$ cat config.mk
export PLATFORM = sky130hd
export DESIGN_NAME = supply_integrity_reset_monitor
export DESIGN_NICKNAME = d
export VERILOG_FILES = /design/src/verilog/supply_monitor_pkg.sv /design/src/verilog/supply_integrity_reset_monitor.sv
export SDC_FILE = /design/constraint.sdc
export NUM_CORES = 1
export LEC_CHECK = 0
export BUFFER_PORTS_ARGS = -buffer_cell sky130_fd_sc_hd__buf_4
export CAP_MARGIN = 40
export CORE_ASPECT_RATIO = 0.6
export CORE_MARGIN = 2
export CORE_UTILIZATION = 45
export CTS_BUF_LIST = sky130_fd_sc_hd__clkbuf_4 sky130_fd_sc_hd__clkbuf_8 sky130_fd_sc_hd__clkbuf_16
export DETAILED_ROUTE_END_ITERATION = 10
export PLACE_DENSITY = 0.82
export SLEW_MARGIN = 15
export SYNTH_ARGS = -nofsm -noshare
export SYNTH_HDL_FRONTEND = slang
export SYNTH_SLANG_ARGS = --single-unit
export TNS_END_PERCENT = 100
$ cat constraint.sdc
create_clock -name clk_sys_in -period 1.86 [get_ports clk_sys_in]
set_input_delay 0.372 -clock clk_sys_in [delete_from_list [all_inputs] [get_ports clk_sys_in]]
set_output_delay 0.372 -clock clk_sys_in [all_outputs]
set_load 0.01 [all_outputs]
$ cat src/verilog/supply_monitor_pkg.sv
// constants and carrier types of the supply integrity and reset monitor
package supply_monitor_pkg;
   // --------------------------------------------------------------
   // clock and timing
   // --------------------------------------------------------------
   localparam int CLK_PERIOD_NS = 100;
   localparam int RST_OUT_MIN_NS = 20000;
   localparam int RST_OUT_MIN_CYC = (RST_OUT_MIN_NS + CLK_PERIOD_NS - 1) / CLK_PERIOD_NS;
   localparam int DELAY_SHORT_CYC = 256;
   localparam int DELAY_LONG_CYC = 4096;
   localparam int DLY_W = 13;
   localparam int PW_W = 16;
   localparam logic [DLY_W-1:0] DELAY_SHORT_CNT = DLY_W'(DELAY_SHORT_CYC - 1);
   localparam logic [DLY_W-1:0] DELAY_LONG_CNT = DLY_W'(DELAY_LONG_CYC - 1);
   localparam logic [PW_W-1:0] RST_OUT_CNT = PW_W'(RST_OUT_MIN_CYC);

   // --------------------------------------------------------------
   // register map
   // --------------------------------------------------------------
   localparam int ADDR_W = 4;
   localparam int DATA_W = 32;
   localparam logic [ADDR_W-1:0] OFS_CTRL_STATUS = 4'h0;
   localparam int BIT_EW_IE = 6;
   localparam int BIT_EW_FLAG = 5;
   localparam int BIT_LVD_RF = 4;
   localparam int BIT_LOCKED = 3;
   localparam int BIT_WDG_RF = 0;
   localparam logic [DATA_W-1:0] READ_ZERO = 32'h0;

   // --------------------------------------------------------------
   // option and carrier types
   // --------------------------------------------------------------
   typedef enum logic [1:0] {
      LVL_LOW = 2'h0,
      LVL_MED = 2'h1,
      LVL_HIGH = 2'h2
   } lvd_level_t;

   localparam int NUM_LVL = 3;

   // one bit per threshold level, high while vdd is below that level
   typedef struct packed {
      logic [NUM_LVL-1:0] lvd_below_upper;
      logic [NUM_LVL-1:0] lvd_below_lower;
      logic [NUM_LVL-1:0] ew_below_upper;
      logic [NUM_LVL-1:0] ew_below_lower;
   } supply_cmp_t;

   typedef struct packed {
      logic lvd_enable;
      lvd_level_t lvd_level;
      logic long_delay;
   } option_t;

   typedef enum logic [2:0] {
      SEQ_RUN = 3'h1,
      SEQ_ACTIVE = 3'h2,
      SEQ_DELAY = 3'h4
   } seq_state_t;
endpackage

$ cat src/verilog/supply_integrity_reset_monitor.sv
// supply integrity, reset source sequencing and control/status register
// Summary of operation
// - lvd reset drives shared reset pin low
// - watchdog underflow drives pin minimum pulse width
// - lvd reset with upper/lower threshold hysteresis
// - lvd option enable; disabled gives no reset
// - lvd threshold selected low, medium, high
// - early warning only when lvd enabled
// - below early-warning lower: set flag, request
// - above upper: flag clears, no interrupt
// - request on flag rise, enabled, unmasked
// - pending cleared on entering service routine
// - wait mode unchanged; interrupt wakes device
// - halt freezes register; no halt wakeup
// - lvd reset flag bit 4, software clears
// - lvd flag undefined when lvd disabled
// - pin and watchdog resets keep lvd flag
// - watchdog flag bit 0, cleared by lvd
// - flags encode last lvd or watchdog reset; pin reset leaves them unchanged
// - pll lock bit 3 hardware only
// - interrupt enable bit 6 read/write
// - early warning flag bit 5 read only
// - reset clears register except source flags
// - release delay 256 or 4096 cycles
`timescale 1ns/1ps
`default_nettype none
module supply_integrity_reset_monitor
   import supply_monitor_pkg::*;
(
   input wire logic clk_sys_in,
   input wire logic rst_in,
   input wire logic [ADDR_W-1:0] avs_address_in,
   input wire logic avs_read_in,
   input wire logic avs_write_in,
   input wire logic [DATA_W-1:0] avs_writedata_in,
   output logic [DATA_W-1:0] avs_readdata_out,
   output logic avs_waitrequest_out,
   input wire supply_cmp_t supply_cmp_in,
   input wire option_t option_in,
   input wire logic wdg_underflow_in,
   input wire logic pll_locked_in,
   input wire logic reset_pin_in,
   output logic reset_pin_out,
   output logic reset_pin_oe_out,
   output logic cpu_reset_out,
   input wire logic cpu_irq_mask_in,
   input wire logic irq_ack_in,
   input wire logic wait_mode_in,
   input wire logic halt_mode_in,
   output logic irq_out,
   output logic wake_out
);

   // ---------------------------------------------------------------
   // comparator synchroniser
   // ---------------------------------------------------------------
   supply_cmp_t cmp_meta_ff;
   supply_cmp_t cmp_sync_ff;

   always_ff @(posedge clk_sys_in) begin
      if (rst_in) begin
         cmp_meta_ff <= '0;
         cmp_sync_ff <= '0;
      end else begin
         cmp_meta_ff <= supply_cmp_in;
         cmp_sync_ff <= cmp_meta_ff;
      end
   end

   function automatic logic pick(input logic [NUM_LVL-1:0] v, input lvd_level_t lvl);
      pick = v[lvl];
   endfunction

   logic lvd_below_upper;
   logic lvd_below_lower;
   logic ew_below_upper;
   logic ew_below_lower;
   assign lvd_below_upper = pick(cmp_sync_ff.lvd_below_upper, option_in.lvd_level);
   assign lvd_below_lower = pick(cmp_sync_ff.lvd_below_lower, option_in.lvd_level);
   assign ew_below_upper = pick(cmp_sync_ff.ew_below_upper, option_in.lvd_level);
   assign ew_below_lower = pick(cmp_sync_ff.ew_below_lower, option_in.lvd_level);

   // ---------------------------------------------------------------
   // low voltage detector with hysteresis
   // ---------------------------------------------------------------
   logic lvd_active_ff;

   always_ff @(posedge clk_sys_in) begin
      if (rst_in) begin
         lvd_active_ff <= 1'b0;
      end else if (!option_in.lvd_enable) begin
         lvd_active_ff <= 1'b0;
      end else if (lvd_active_ff) begin
         lvd_active_ff <= lvd_below_upper;
      end else begin
         lvd_active_ff <= lvd_below_lower;
      end
   end

   // ---------------------------------------------------------------
   // reset sequencer
   // ---------------------------------------------------------------
   seq_state_t state_ff;
   logic [DLY_W-1:0] delay_cnt_ff;
   logic [PW_W-1:0] wdg_pw_cnt_ff;
   logic ext_reset;
   logic wdg_event;
   logic any_source;

   // the pin reads back our own drive, so it only counts while released
   assign ext_reset = !reset_pin_in && !reset_pin_oe_out;
   assign wdg_event = wdg_underflow_in && (state_ff == SEQ_RUN);
   assign any_source = lvd_active_ff || ext_reset || (wdg_pw_cnt_ff != '0) || wdg_event;

   always_ff @(posedge clk_sys_in) begin
      if (rst_in) begin
         wdg_pw_cnt_ff <= '0;
      end else if (wdg_event) begin
         wdg_pw_cnt_ff <= RST_OUT_CNT;
      end else if (wdg_pw_cnt_ff != '0) begin
         wdg_pw_cnt_ff <= wdg_pw_cnt_ff - PW_W'(1);
      end
   end

   always_ff @(posedge clk_sys_in) begin
      if (rst_in) begin
         state_ff <= SEQ_ACTIVE;
         delay_cnt_ff <= '0;
      end else begin
         unique case (state_ff)
            SEQ_RUN: begin
               if (any_source) begin
                  state_ff <= SEQ_ACTIVE;
               end
            end
            SEQ_ACTIVE: begin
               if (!any_source) begin
                  state_ff <= SEQ_DELAY;
                  delay_cnt_ff <= option_in.long_delay ? DELAY_LONG_CNT
                                                       : DELAY_SHORT_CNT;
               end
            end
            SEQ_DELAY: begin
               if (lvd_active_ff) begin
                  state_ff <= SEQ_ACTIVE;
               end else if (delay_cnt_ff == '0) begin
                  state_ff <= SEQ_RUN;
               end else begin
                  delay_cnt_ff <= delay_cnt_ff - DLY_W'(1);
               end
            end
         endcase
      end
   end

   logic nxt_pin_drive;
   // the pin also stays low through the delay phase, starting in the cycle that leaves
   // the active phase, so after an lvd or watchdog reset the line never shows a one-cycle gap between the two
   assign nxt_pin_drive = lvd_active_ff || (wdg_pw_cnt_ff != '0) || wdg_event
                          || (state_ff == SEQ_DELAY)
                          || (state_ff == SEQ_ACTIVE && !any_source);

   always_ff @(posedge clk_sys_in) begin
      if (rst_in) begin
         reset_pin_oe_out <= 1'b0;
         reset_pin_out <= 1'b0;
         cpu_reset_out <= 1'b1;
      end else begin
         reset_pin_oe_out <= nxt_pin_drive;
         reset_pin_out <= 1'b0;
         cpu_reset_out <= !(state_ff == SEQ_RUN && !any_source);
      end
   end

   logic in_reset;
   assign in_reset = cpu_reset_out;

   // ---------------------------------------------------------------
   // bus slave
   // ---------------------------------------------------------------
   logic bus_req;
   logic csr_hit;
   logic csr_write;
   assign bus_req = avs_read_in || avs_write_in;
   assign csr_hit = avs_address_in == OFS_CTRL_STATUS;
   assign csr_write = avs_write_in && !avs_waitrequest_out && csr_hit;

   always_ff @(posedge clk_sys_in) begin
      if (rst_in) begin
         avs_waitrequest_out <= 1'b1;
      end else begin
         avs_waitrequest_out <= !(bus_req && avs_waitrequest_out);
      end
   end

   // ---------------------------------------------------------------
   // control/status register
   // ---------------------------------------------------------------
   logic ew_ie_ff;
   logic ew_flag_ff;
   logic lvd_rf_ff;
   logic locked_ff;
   logic wdg_rf_ff;
   logic [DATA_W-1:0] csr_value;

   always_comb begin
      csr_value = READ_ZERO;
      csr_value[BIT_EW_IE] = ew_ie_ff;
      csr_value[BIT_EW_FLAG] = ew_flag_ff;
      csr_value[BIT_LVD_RF] = lvd_rf_ff;
      csr_value[BIT_LOCKED] = locked_ff;
      csr_value[BIT_WDG_RF] = wdg_rf_ff;
   end

   always_ff @(posedge clk_sys_in) begin
      if (rst_in) begin
         avs_readdata_out <= '0;
      end else if (avs_read_in && avs_waitrequest_out) begin
         avs_readdata_out <= csr_hit ? csr_value : READ_ZERO;
      end
   end

   always_ff @(posedge clk_sys_in) begin
      if (rst_in || in_reset) begin
         ew_ie_ff <= 1'b0;
      end else if (halt_mode_in) begin
         ew_ie_ff <= ew_ie_ff;
      end else if (csr_write) begin
         ew_ie_ff <= avs_writedata_in[BIT_EW_IE];
      end
   end

   always_ff @(posedge clk_sys_in) begin
      if (rst_in || in_reset || !option_in.lvd_enable) begin
         ew_flag_ff <= 1'b0;
      end else if (halt_mode_in) begin
         ew_flag_ff <= ew_flag_ff;
      end else if (ew_below_lower) begin
         ew_flag_ff <= 1'b1;
      end else if (!ew_below_upper) begin
         ew_flag_ff <= 1'b0;
      end
   end

   always_ff @(posedge clk_sys_in) begin
      if (rst_in || in_reset) begin
         locked_ff <= 1'b0;
      end else if (!halt_mode_in) begin
         locked_ff <= pll_locked_in;
      end
   end

   // source flags survive the internal reset; only a hardware event sets them,
   // and a set in the same cycle as a software clear wins
   always_ff @(posedge clk_sys_in) begin
      if (rst_in) begin
         lvd_rf_ff <= 1'b0;
      end else if (lvd_active_ff) begin
         // never set while the detector is off by option, so the bit then means nothing
         lvd_rf_ff <= 1'b1;
      end else if (csr_write && !halt_mode_in && !avs_writedata_in[BIT_LVD_RF]) begin
         lvd_rf_ff <= 1'b0;
      end
   end

   always_ff @(posedge clk_sys_in) begin
      if (rst_in) begin
         wdg_rf_ff <= 1'b0;
      end else if (wdg_event) begin
         wdg_rf_ff <= 1'b1;
      end else if (lvd_active_ff) begin
         wdg_rf_ff <= 1'b0;
      end else if (csr_write && !halt_mode_in && !avs_writedata_in[BIT_WDG_RF]) begin
         wdg_rf_ff <= 1'b0;
      end
   end

   // ---------------------------------------------------------------
   // early warning interrupt
   // ---------------------------------------------------------------
   logic ew_flag_q_ff;
   logic ew_rise;
   logic nxt_pending;

   always_ff @(posedge clk_sys_in) begin
      if (rst_in) begin
         ew_flag_q_ff <= 1'b0;
      end else begin
         ew_flag_q_ff <= ew_flag_ff;
      end
   end

   assign ew_rise = ew_flag_ff && !ew_flag_q_ff;
   // a new rise in the acknowledge cycle stays pending
   assign nxt_pending = (in_reset || !option_in.lvd_enable) ? 1'b0
                      : (ew_rise && ew_ie_ff && !cpu_irq_mask_in) ? 1'b1
                      : irq_ack_in ? 1'b0
                      : irq_out;

   always_ff @(posedge clk_sys_in) begin
      if (rst_in) begin
         irq_out <= 1'b0;
         wake_out <= 1'b0;
      end else begin
         irq_out <= nxt_pending;
         // halt never wakes from here, the flag is frozen there anyway
         wake_out <= nxt_pending && wait_mode_in && !halt_mode_in;
      end
   end

   // ---------------------------------------------------------------
   // assertions
   // ---------------------------------------------------------------
   // checker counters: length of the current pin drive and of the current delay phase,
   // both saturating so that a stuck phase cannot wrap back into range
   logic [PW_W-1:0] pin_low_cnt_ff;
   logic [DLY_W-1:0] delay_len_ff;

   always_ff @(posedge clk_sys_in) begin
      if (rst_in || !reset_pin_oe_out) begin
         pin_low_cnt_ff <= '0;
      end else if (pin_low_cnt_ff != '1) begin
         pin_low_cnt_ff <= pin_low_cnt_ff + PW_W'(1);
      end
   end

   always_ff @(posedge clk_sys_in) begin
      if (rst_in || state_ff != SEQ_DELAY) begin
         delay_len_ff <= '0;
      end else if (delay_len_ff != '1) begin
         delay_len_ff <= delay_len_ff + DLY_W'(1);
      end
   end
endmodule
`default_nettype wire

==> Yosys cells after proc, flatten, opt, wreduce, memory -nomap -nowiden <==
Cells that the tools add are included.
{ "totals": {"reg_bits": 100, "inputBits": 63, "out_inout_bits": 38, "word_cells": 123} }
{ "op_classes": {"add_sub_neg": 2, "magnitude_cmp": 1, "eq_ne": 9, "muxes": 32, "bitwise": 2, "n_reduce_logical": 52} }
{ "op_table": {"columns": ["cell", "count"], "rows": [
  ["two-way mux 13 bit", 3],
  ["one-hot mux 13 bit (2 select lines)", 1],
  ["logical AND 1 bit", 16],
  ["two-way mux 8 bit", 2],
  ["nonzero test 16 bit", 1],
  ["subtractor 16 x 1 -> 16 bit, second input constant", 1],
  ["two-way mux 1 bit", 15],
  ["zero test 13 bit", 1],
  ["subtractor 13 x 1 -> 13 bit, second input constant", 1],
  ["zero test 1 bit", 12],
  ["two-way mux 12 bit", 1],
  ["two-way mux 3 bit", 4],
  ["logical OR 1 bit", 11],
  ["one-hot mux 3 bit (3 select lines)", 1],
  ["binary-select mux 1 bit (select 2 bit)", 4],
  ["!= test 2 bit, second input constant", 4],
  ["two-way mux 7 bit", 1],
  ["nonzero test 2 bit", 3],
  ["zero test 4 bit", 1],
  ["AND reduction 2 bit", 2],
  ["AND reduction 4 bit", 1],
  ["OR reduction 2 bit", 2],
  ["== test 3 x 1 -> 1 bit, second input constant", 1],
  ["== test 3 x 2 -> 1 bit, second input constant", 1],
  ["other kinds (7)", 8]
]} }

==> Logic depth before layout (Yosys ltp) <==
Gate-level depths: netlist of run 1.
{ "logic_depth": {"word_depth": 8, "depth_mapped": 7} }

==> Least setup slack after synthesis of run 1 <==
OpenSTA, ideal clock, no wires.
{ "synth_path": {"path_type": "flip-flop to flip-flop", "startpoint": "reg state_ff[1]", "endpoint": "reg delay_cnt_ff[3]", "arrival_ns": 1.738, "setup_slack_ns": 0.008, "stages_incl_launch_ff": 6, "synth_period_minus_slack_ns": 1.852, "path_cell_list": "dfxtp_1 nand2b_1 or2_2 a311oi_4 mux2_2 o21a_1"} }
{ "synth_via": {"elab_chain_len": 5} }
{ "synth_lines": {"columns": ["item", "line_no", "text"], "rows": [
  ["from (decl)", "supply_integrity_reset_monitor.sv:103", "seq_state_t state_ff;"],
  ["from (signal assigned)", "supply_integrity_reset_monitor.sv:127", "state_ff <= SEQ_ACTIVE;"],
  ["from (signal assigned)", "supply_integrity_reset_monitor.sv:133", "state_ff <= SEQ_ACTIVE;"],
  ["from (signal assigned)", "supply_integrity_reset_monitor.sv:138", "state_ff <= SEQ_DELAY;"],
  ["== test 3 x 1 -> 1 bit", "supply_integrity_reset_monitor.sv:112", "assign wdg_event = wdg_underflow_in && (state_ff == SEQ_RUN);"],
  ["logical AND 1 bit", "supply_integrity_reset_monitor.sv:112", null],
  ["logical OR 1 bit", "supply_integrity_reset_monitor.sv:113", "assign any_source = lvd_active_ff || ext_reset || (wdg_pw_cnt_ff != '0) || wdg_event;"],
  ["!= test 2 bit (no source line)", null, null],
  ["AND reduction 4 bit (no source line)", null, null],
  ["to (signal assigned)", "supply_integrity_reset_monitor.sv:139", "delay_cnt_ff <= option_in.long_delay ? DELAY_LONG_CNT"],
  ["to (signal assigned)", "supply_integrity_reset_monitor.sv:149", "delay_cnt_ff <= delay_cnt_ff - DLY_W'(1);"],
  ["to (decl)", "supply_integrity_reset_monitor.sv:104", "logic [DLY_W-1:0] delay_cnt_ff;"]
]} }
Parallel ways exist; a longest one is shown, timed or not.
A chain may end at the register's enable or synchronous reset.

==> Final worst setup path of run 1 <==
{ "layout_path": {"startpoint": "reg wdg_pw_cnt_ff[0]", "endpoint": "reg delay_cnt_ff[6]"} }
{ "layout_via": {"elab_chain_len": 5} }
{ "layout_lines": {"columns": ["item", "line_no", "text"], "rows": [
  ["from (decl)", "supply_integrity_reset_monitor.sv:105", "logic [PW_W-1:0] wdg_pw_cnt_ff;"],
  ["from (signal assigned)", "supply_integrity_reset_monitor.sv:121", "wdg_pw_cnt_ff <= wdg_pw_cnt_ff - PW_W'(1);"],
  ["nonzero test 16 bit", "supply_integrity_reset_monitor.sv:113", null],
  ["logical OR 1 bit (2 in series)", "supply_integrity_reset_monitor.sv:113", null],
  ["!= test 2 bit (no source line)", null, null],
  ["AND reduction 4 bit (no source line)", null, null]
]} }
Every way passes these cells.

==> results.json, run 1 <==
{
  "avgRoutedWirePerCell_um": 17.0,
  "grt_max_degree": 53,
  "final_nets": 522,
  "fin_worst_skew_ns": 0.00844,
  "fp-row-count": 24,
  "p_int_mw": 4.99,
  "seqCellArea_sq_mm": 0.00147,
  "synth-main-ff-cell": "dfxtp_1",
  "p_comb_frac": 0.505,
  "rsz0062_at_grt": "yes",
  "drt_wl_total_um": 9380,
  "synth_edf_count": 0,
  "place_congestion": 0.860,
  "fmax_mhz": 530,
  "max-cap-violations": 0,
  "clk_pin_slew_ns": 0.06,
  "outcome": "finished, violations left",
  "path_class": "reg -> reg",
  "insertion_delay_ns": 0.34,
  "setup_viol": 3,
  "pwr-share-clk": 0.228,
  "antenna_cells": 0,
  "grt_pass1_wl_um": 13200,
  "power_mw": 8.22,
  "slew_violations": 0,
  "grt_overflow": 0,
  "p_seq_frac": 0.266,
  "met3_usage": 0.0686,
  "antenna_found_initial": 0,
  "grt.busiest_layer": "met2",
  "slew_headroom": 0.611,
  "avgSynthCellArea_sq_um": 9.09,
  "finalHoldViolCount": 0,
  "die_h_um": 70.5,
  "numClockSinks": 73,
  "period_needed_ns": 1.89,
  "drive_gt1_frac": 0.320,
  "final_core_util": 0.614,
  "cp.required_ns": 2.13,
  "dr_total_vias": 3087,
  "die_w_um": 115,
  "drtPass1Iterations": 5,
  "ant_nets": 0,
  "fin_crit_sh": 1.01,
  "cp-end-kind": "flop",
  "h-tree-depth": 3,
  "drt_iter0_drc": 460,
  "syn_area_sq_mm": 0.00332,
  "dpl.hpwl_um": 5520,
  "cts-root-buf": "clkbuf_16",
  "n_fill_cell": 504,
  "critPathMaxStageDelay_ns": 0.40,
  "placement.io_buffers": 43,
  "ys_ff_latch": 73,
  "initial_core_util": 0.460,
  "ioPinCount": 101,
  "power_switching_mw": 3.23,
  "crit_slowest_cell": "or3_4",
  "use_met2": 0.331,
  "multi_input_area_sq_mm": 0.00176,
  "core_region_area_sq_mm": 0.00721,
  "numCtsBuffers": 9,
  "worstPathCellList": "inv_2 > ha_4 > nor4b_4 > nand4_1 > or3_4 > a221o_1 > a21oi_2",
  "p_leak_nw": 1.92,
  "tritoncts": "built",
  "grt_use_met1": 0.260,
  "first_global_vias": 2737,
  "area_growth_pct": 33.4,
  "swShare": 0.393,
  "mostFrequentLayoutCell": "buf_4",
  "violations": "setup timing",
  "yosysWarnings": 0,
  "finalWorstSetupSlack_ns": -0.0265,
  "tightest_slew_ns": 0.581,
  "dieArea_sq_mm": 0.00810,
  "seq_area_frac_synth": 0.440,
  "crit_arrival_ns": 2.15,
  "tns_ns": -0.0456,
  "vias_per_cell": 5.60,
  "drc": 0,
  "hold_path_class": "in -> reg",
  "synthArstFlopShare": 0,
  "synthCells": 365,
  "start_kind": "flop",
  "hold_slack_ns": 0.249,
  "synth.distinct_cells": 56,
  "clockBufferDepth": 2,
  "final_cell_mix": "buf_4, dfxtp_1, nor2_1, conb_1, nor2b_1",
  "p_per_area_mw_per_mm2": 1860,
  "irDropWorstVdd_mv": 0.657,
  "track_usage": 0.208,
  "critical_path_peak_fanout": 4
}
==> kinds of logic after synthesis <==
logic type      Yosys count  share of synthesized area
other cells               1                    0.00113
fa+ha+maj                 4                     0.0151
compound gates           71                      0.146
flops                    73                      0.440
buf+inv                  53                     0.0943
xor+xnor                 13                     0.0343
mux                       9                     0.0321
simple gates            141                      0.237
==> timing repair <==
item,in CTS,in global routing
pin swaps,9,13
hold buffers,0,0
hold endpoints to repair,0,0
endpoints found under the setup margin,12,24
setup buffers,7,7
resized for setup,9,25
cloned,0,0
==> sequential cells by signal (all words and copies together) (netlist names) <==
| register | count |
|---|---|
| wdg_pw_cnt_ff | 16 |
| lvd_rf_ff | 1 |
| state_ff | 3 |
| reset_pin_oe_out | 1 |
| locked_ff | 1 |
| irq_out | 1 |
| wdg_rf_ff | 1 |
| ew_flag_ff | 1 |
| cmp_sync_ff | 12 |
| lvd_active_ff | 1 |
| ew_flag_q_ff | 1 |
| cpu_reset_out | 1 |
| avs_waitrequest_out | 1 |
| ew_ie_ff | 1 |
| avs_readdata_out | 5 |
| cmp_meta_ff | 12 |
| wake_out | 1 |
| delay_cnt_ff | 13 |
==> critical path, delay by kind of cell (launching register included) <==
kind / cells / cell delay (ns)
compound gates: 2 / 0.48
fa+ha+maj: 1 / 0.13
flops: 1 / 0.33
simple gates: 3 / 0.78
buf+inv: 1 / 0.08
==> cell type report <==
| type | count | share of cell area |
|---|---|---|
| Multi-Input combinational cell | 266 | 0.397 |
| Sequential cell | 73 | 0.331 |
| Timing Repair Buffer | 95 | 0.164 |
| Clock buffer | 10 | 0.0526 |
| Tap cell | 91 | 0.0257 |
| Clock inverter | 6 | 0.0203 |
| Inverter | 10 | 0.00848 |
==> worst paths after layout <==
kind | startpoint | to | slack, ns | cells past startpoint
min reg2reg | cmp_meta_ff[11]$_SDFF_PP0_ | cmp_sync_ff[11]$_SDFF_PP0_ | 0.43 | 1
min | supply_cmp_in[9] | cmp_meta_ff[9]$_SDFF_PP0_ | 0.25 | 2
max | wdg_pw_cnt_ff[0]$_SDFFE_PP0P_ | delay_cnt_ff[6]$_SDFFE_PP0P_ | -0.03 | 7
max reg2reg | wdg_pw_cnt_ff[0]$_SDFFE_PP0P_ | delay_cnt_ff[6]$_SDFFE_PP0P_ | -0.03 | 7
==> per-layer routing <==
metal  part of all wire  vias up  wire length (um)
met5                  0        -                 0
met4              0.033        0               307
met3              0.097       38               911
met2               0.46      217              4320
met1               0.41     1422              3840
li1                   -     1410                 -
==> through the flow <==
stage / cells / worst slack, ns / area (sq um)
final: 551 / -0.0265 / 4430
after global routing: 551 / -0.133 / 4430
after CTS: 544 / -0.0222 / 4280
after detailed placement: 521 / -0.0612 / 3870
after global placement: 521 / -0.0223 / 3870
after floorplan: 392 / 0.00751 / 3420
==> synthesized netlist by cell type (3+ instances only) <==
library cell | number | area, sq um
mux2_2 | 3 | 33.8
inv_1 | 10 | 37.5
nor2_1 | 32 | 120
xnor2_1 | 3 | 26.3
mux2i_1 | 5 | 50.1
nand2_1 | 20 | 75.1
ha_1 | 4 | 50.1
dfxtp_1 | 73 | 1460
nand3_1 | 16 | 80.1
a21oi_1 | 18 | 90.1
clkbuf_1 | 13 | 48.8
nor4_1 | 5 | 31.3
nand3b_1 | 3 | 22.5
o21ai_0 | 15 | 75.1
nor2b_1 | 26 | 163
o22ai_1 | 5 | 31.3
o21a_1 | 5 | 37.5
buf_4 | 28 | 210
nand4_1 | 7 | 43.8
o211ai_1 | 3 | 22.5
o211a_1 | 3 | 30.0
xor2_1 | 10 | 87.6
nor3_1 | 11 | 55.1
a31oi_1 | 7 | 43.8
==> power groups by stage <==
stage / clock (mW) / combinational [mW] / sequential (mW)
final: 1.88 / 4.15 / 2.19
after global routing: 1.97 / 4.39 / 2.21
after CTS: 1.89 / 3.47 / 2.13
after detailed placement: 0 / 3.31 / 2.14
after global placement: 0 / 3.13 / 2.11
after floorplan: 0 / 2.15 / 2.14
Note: power is estimated with default switching activity, not from simulation.
==> inputs of run 2 (changes only) <==
--- a/config.mk
+++ b/config.mk
@@ -12,7 +12,7 @@
 export CORE_UTILIZATION = 45
 export CTS_BUF_LIST = sky130_fd_sc_hd__clkbuf_4 sky130_fd_sc_hd__clkbuf_8 sky130_fd_sc_hd__clkbuf_16
 export DETAILED_ROUTE_END_ITERATION = 10
-export PLACE_DENSITY = 0.82
+export PLACE_DENSITY = 0.79
 export SLEW_MARGIN = 15
 export SYNTH_ARGS = -nofsm -noshare
 export SYNTH_HDL_FRONTEND = slang
==> constraint.sdc (replaced) <==
create_clock -name clk_sys_in -period 1.9 [get_ports clk_sys_in]
set_input_delay 0.38 -clock clk_sys_in [delete_from_list [all_inputs] [get_ports clk_sys_in]]
set_output_delay 0.38 -clock clk_sys_in [all_outputs]
set_load 0.01 [all_outputs]
==> run 2 against run 1 <==
Against the previous run:
- the flow still finishes with violations (setup timing)
- sequential cell count unchanged
- clock power decreased by 11%
- register-to-register slack about the same
- via count decreased by 7.5%
- die area unchanged
- first-iteration DRC count decreased by 36%
- fmax decreased by 1.5%
==> results.json, run 2 (same netlist as run 1, synthesis figures left out) <==
{
  "fmax_mhz": 522,
  "tns_ns": -0.0159,
  "worstRegToRegCells": 7,
  "slew_violations": 0,
  "place_congestion": 0.920,
  "pwr-share-clk": 0.230,
  "area_growth_pct": 29.4,
  "dr_total_vias": 2855,
  "clk_pin_slew_ns": 0.06,
  "first_global_vias": 2633,
  "drt_iter0_drc": 294,
  "violations": "setup timing",
  "p_seq_frac": 0.289,
  "final_cell_mix": "buf_4, dfxtp_1, nor2_1, conb_1, nor2b_1",
  "outcome": "finished, violations left",
  "cts-root-buf": "clkbuf_16",
  "drtPass1Iterations": 4,
  "cp-end-kind": "flop",
  "start_kind": "flop",
  "vias_per_cell": 5.29,
  "drt_wl_total_um": 7770,
  "numCtsBuffers": 9,
  "placement.io_buffers": 43,
  "path_class": "reg -> reg",
  "die_w_um": 115,
  "clockBufferDepth": 2,
  "layout.cells.non_filler": 540,
  "tightest_slew_ns": 0.513,
  "initial_core_util": 0.460,
  "top_layer_used": "met4",
  "final_core_util": 0.596,
  "ant_nets": 0,
  "critical_path_peak_fanout": 7,
  "insertion_delay_ns": 0.33,
  "fp-row-count": 24,
  "regMostFlops": "wdg_pw_cnt_ff",
  "irDropWorstVdd_mv": 0.650,
  "crit_start": "state_ff[1]$_SDFFE_PP1P_",
  "hold_path_class": "in -> reg",
  "die_h_um": 70.5,
  "grt_overflow": 0,
  "cts-hold-fix-buffers": 0,
  "largestRegisters": "wdg_pw_cnt_ff: 16 flops, delay_cnt_ff: 13 flops",
  "fin_crit_sh": 1.01,
  "antenna_found_initial": 0,
  "p_per_area_mw_per_mm2": 1700,
  "wl_met3_um": 565,
  "avgRoutedWirePerCell_um": 14.4,
  "r2r-start": "state_ff[1]$_SDFFE_PP1P_",
  "p_int_mw": 4.52,
  "worstSetupEndpoint": "delay_cnt_ff[6]$_SDFFE_PP0P_",
  "crit_arrival_ns": 2.13,
  "core_region_area_sq_mm": 0.00721,
  "finalHoldViolCount": 0,
  "dpl.hpwl_um": 5560,
  "swShare": 0.381,
  "slew_headroom": 0.657,
  "fin_worst_skew_ns": 0.00497,
  "drc": 0,
  "p_leak_nw": 1.84,
  "setup_viol": 1,
  "dp_cells": 522,
  "period_needed_ns": 1.92,
  "mostFrequentLayoutCell": "buf_4",
  "tritoncts": "built",
  "track_usage": 0.192,
  "n_fill_cell": 591,
  "max-cap-violations": 0,
  "largest_reg_flops": 16,
  "numClockSinks": 73,
  "reg2reg_setup_slack_ns": -0.02,
  "finalWorstSetupSlack_ns": -0.0159,
  "ioPinCount": 101,
  "power_switching_mw": 2.79,
  "grt_max_degree": 28,
  "antenna_cells": 0,
  "cp.required_ns": 2.11,
  "p_comb_frac": 0.480,
  "r2r-end": "delay_cnt_ff[6]$_SDFFE_PP0P_",
  "wl_met1_um": 3600,
  "dieArea_sq_mm": 0.00810,
  "rsz0062_at_grt": "yes",
  "h-tree-depth": 3,
  "final_nets": 511,
  "drive_gt1_frac": 0.292,
  "grt_pass1_wl_um": 12300,
  "wl_met2_um": 3500
}
run 2: metrics by stage:
stage	hold slack (ns)	cell area, sq um	total power, mW	worst slack [ns]
CTS	0.254	4190	7.00	0.0204
floorplan	0.414	3420	4.20	0.0475
global placement	0.422	3870	5.14	0.0152
global route	0.267	4290	7.76	-0.110
detailed placement	0.423	3870	5.29	-0.0710
finish	0.254	4290	7.30	-0.0159
run 2: final cells by class:
class / count / area, sq um / share of cell area
sequential: 73 / 1460 / 0.341
clock buffer: 10 / 233 / 0.0542
timing repair buffer: 84 / 646 / 0.150
clock inverter: 6 / 67.6 / 0.0157
multi-input combinational: 266 / 1730 / 0.403
tap: 91 / 114 / 0.0265
inverter: 10 / 37.5 / 0.00874
run 2: timing repair:
item / in CTS / in global routing
endpoints found under the hold margin: 0 / 0
pin swaps: 2 / 9
endpoints found under the setup margin: 7 / 20
resized for setup: 2 / 24
setup buffers: 1 / 1
run 2: worst max-delay path, cell delays in order (launching register included):
cell	delay, ns
dfxtp_1	0.32
nand2b_1	0.17
or2_4	0.25
buf_4	0.15
a311o_2	0.42
buf_4	0.18
o21ai_0	0.21
a21oi_1	0.10
run 2: worst min-delay path by stage:
stage / from / end / slack [ns] / cells after the start
after global placement: cmp_meta_ff[4]$_SDFF_PP0_ / cmp_sync_ff[4]$_SDFF_PP0_ / 0.42 / 1
after detailed placement: cmp_meta_ff[0]$_SDFF_PP0_ / cmp_sync_ff[0]$_SDFF_PP0_ / 0.42 / 1
after CTS: supply_cmp_in[1] / cmp_meta_ff[1]$_SDFF_PP0_ / 0.25 / 2
after floorplan: cmp_meta_ff[0]$_SDFF_PP0_ / cmp_sync_ff[0]$_SDFF_PP0_ / 0.41 / 1
final: supply_cmp_in[1] / cmp_meta_ff[1]$_SDFF_PP0_ / 0.25 / 2
after global routing: supply_cmp_in[0] / cmp_meta_ff[0]$_SDFF_PP0_ / 0.27 / 2
run 2: per-layer routing:
metal	GRT usage	up-vias
met4	0.0549	0
met3	0.0590	12
met5	0	-
met2	0.300	99
li1	-	1389
met1	0.258	1355
run 2: power groups by stage:
stage / combinational [mW] / sequential (mW) / clock [mW]
after floorplan: 2.10 / 2.10 / 0
after global placement: 3.06 / 2.09 / 0
after detailed placement: 3.19 / 2.10 / 0
after CTS: 3.22 / 2.07 / 1.70
after global routing: 3.84 / 2.15 / 1.77
final: 3.51 / 2.11 / 1.68
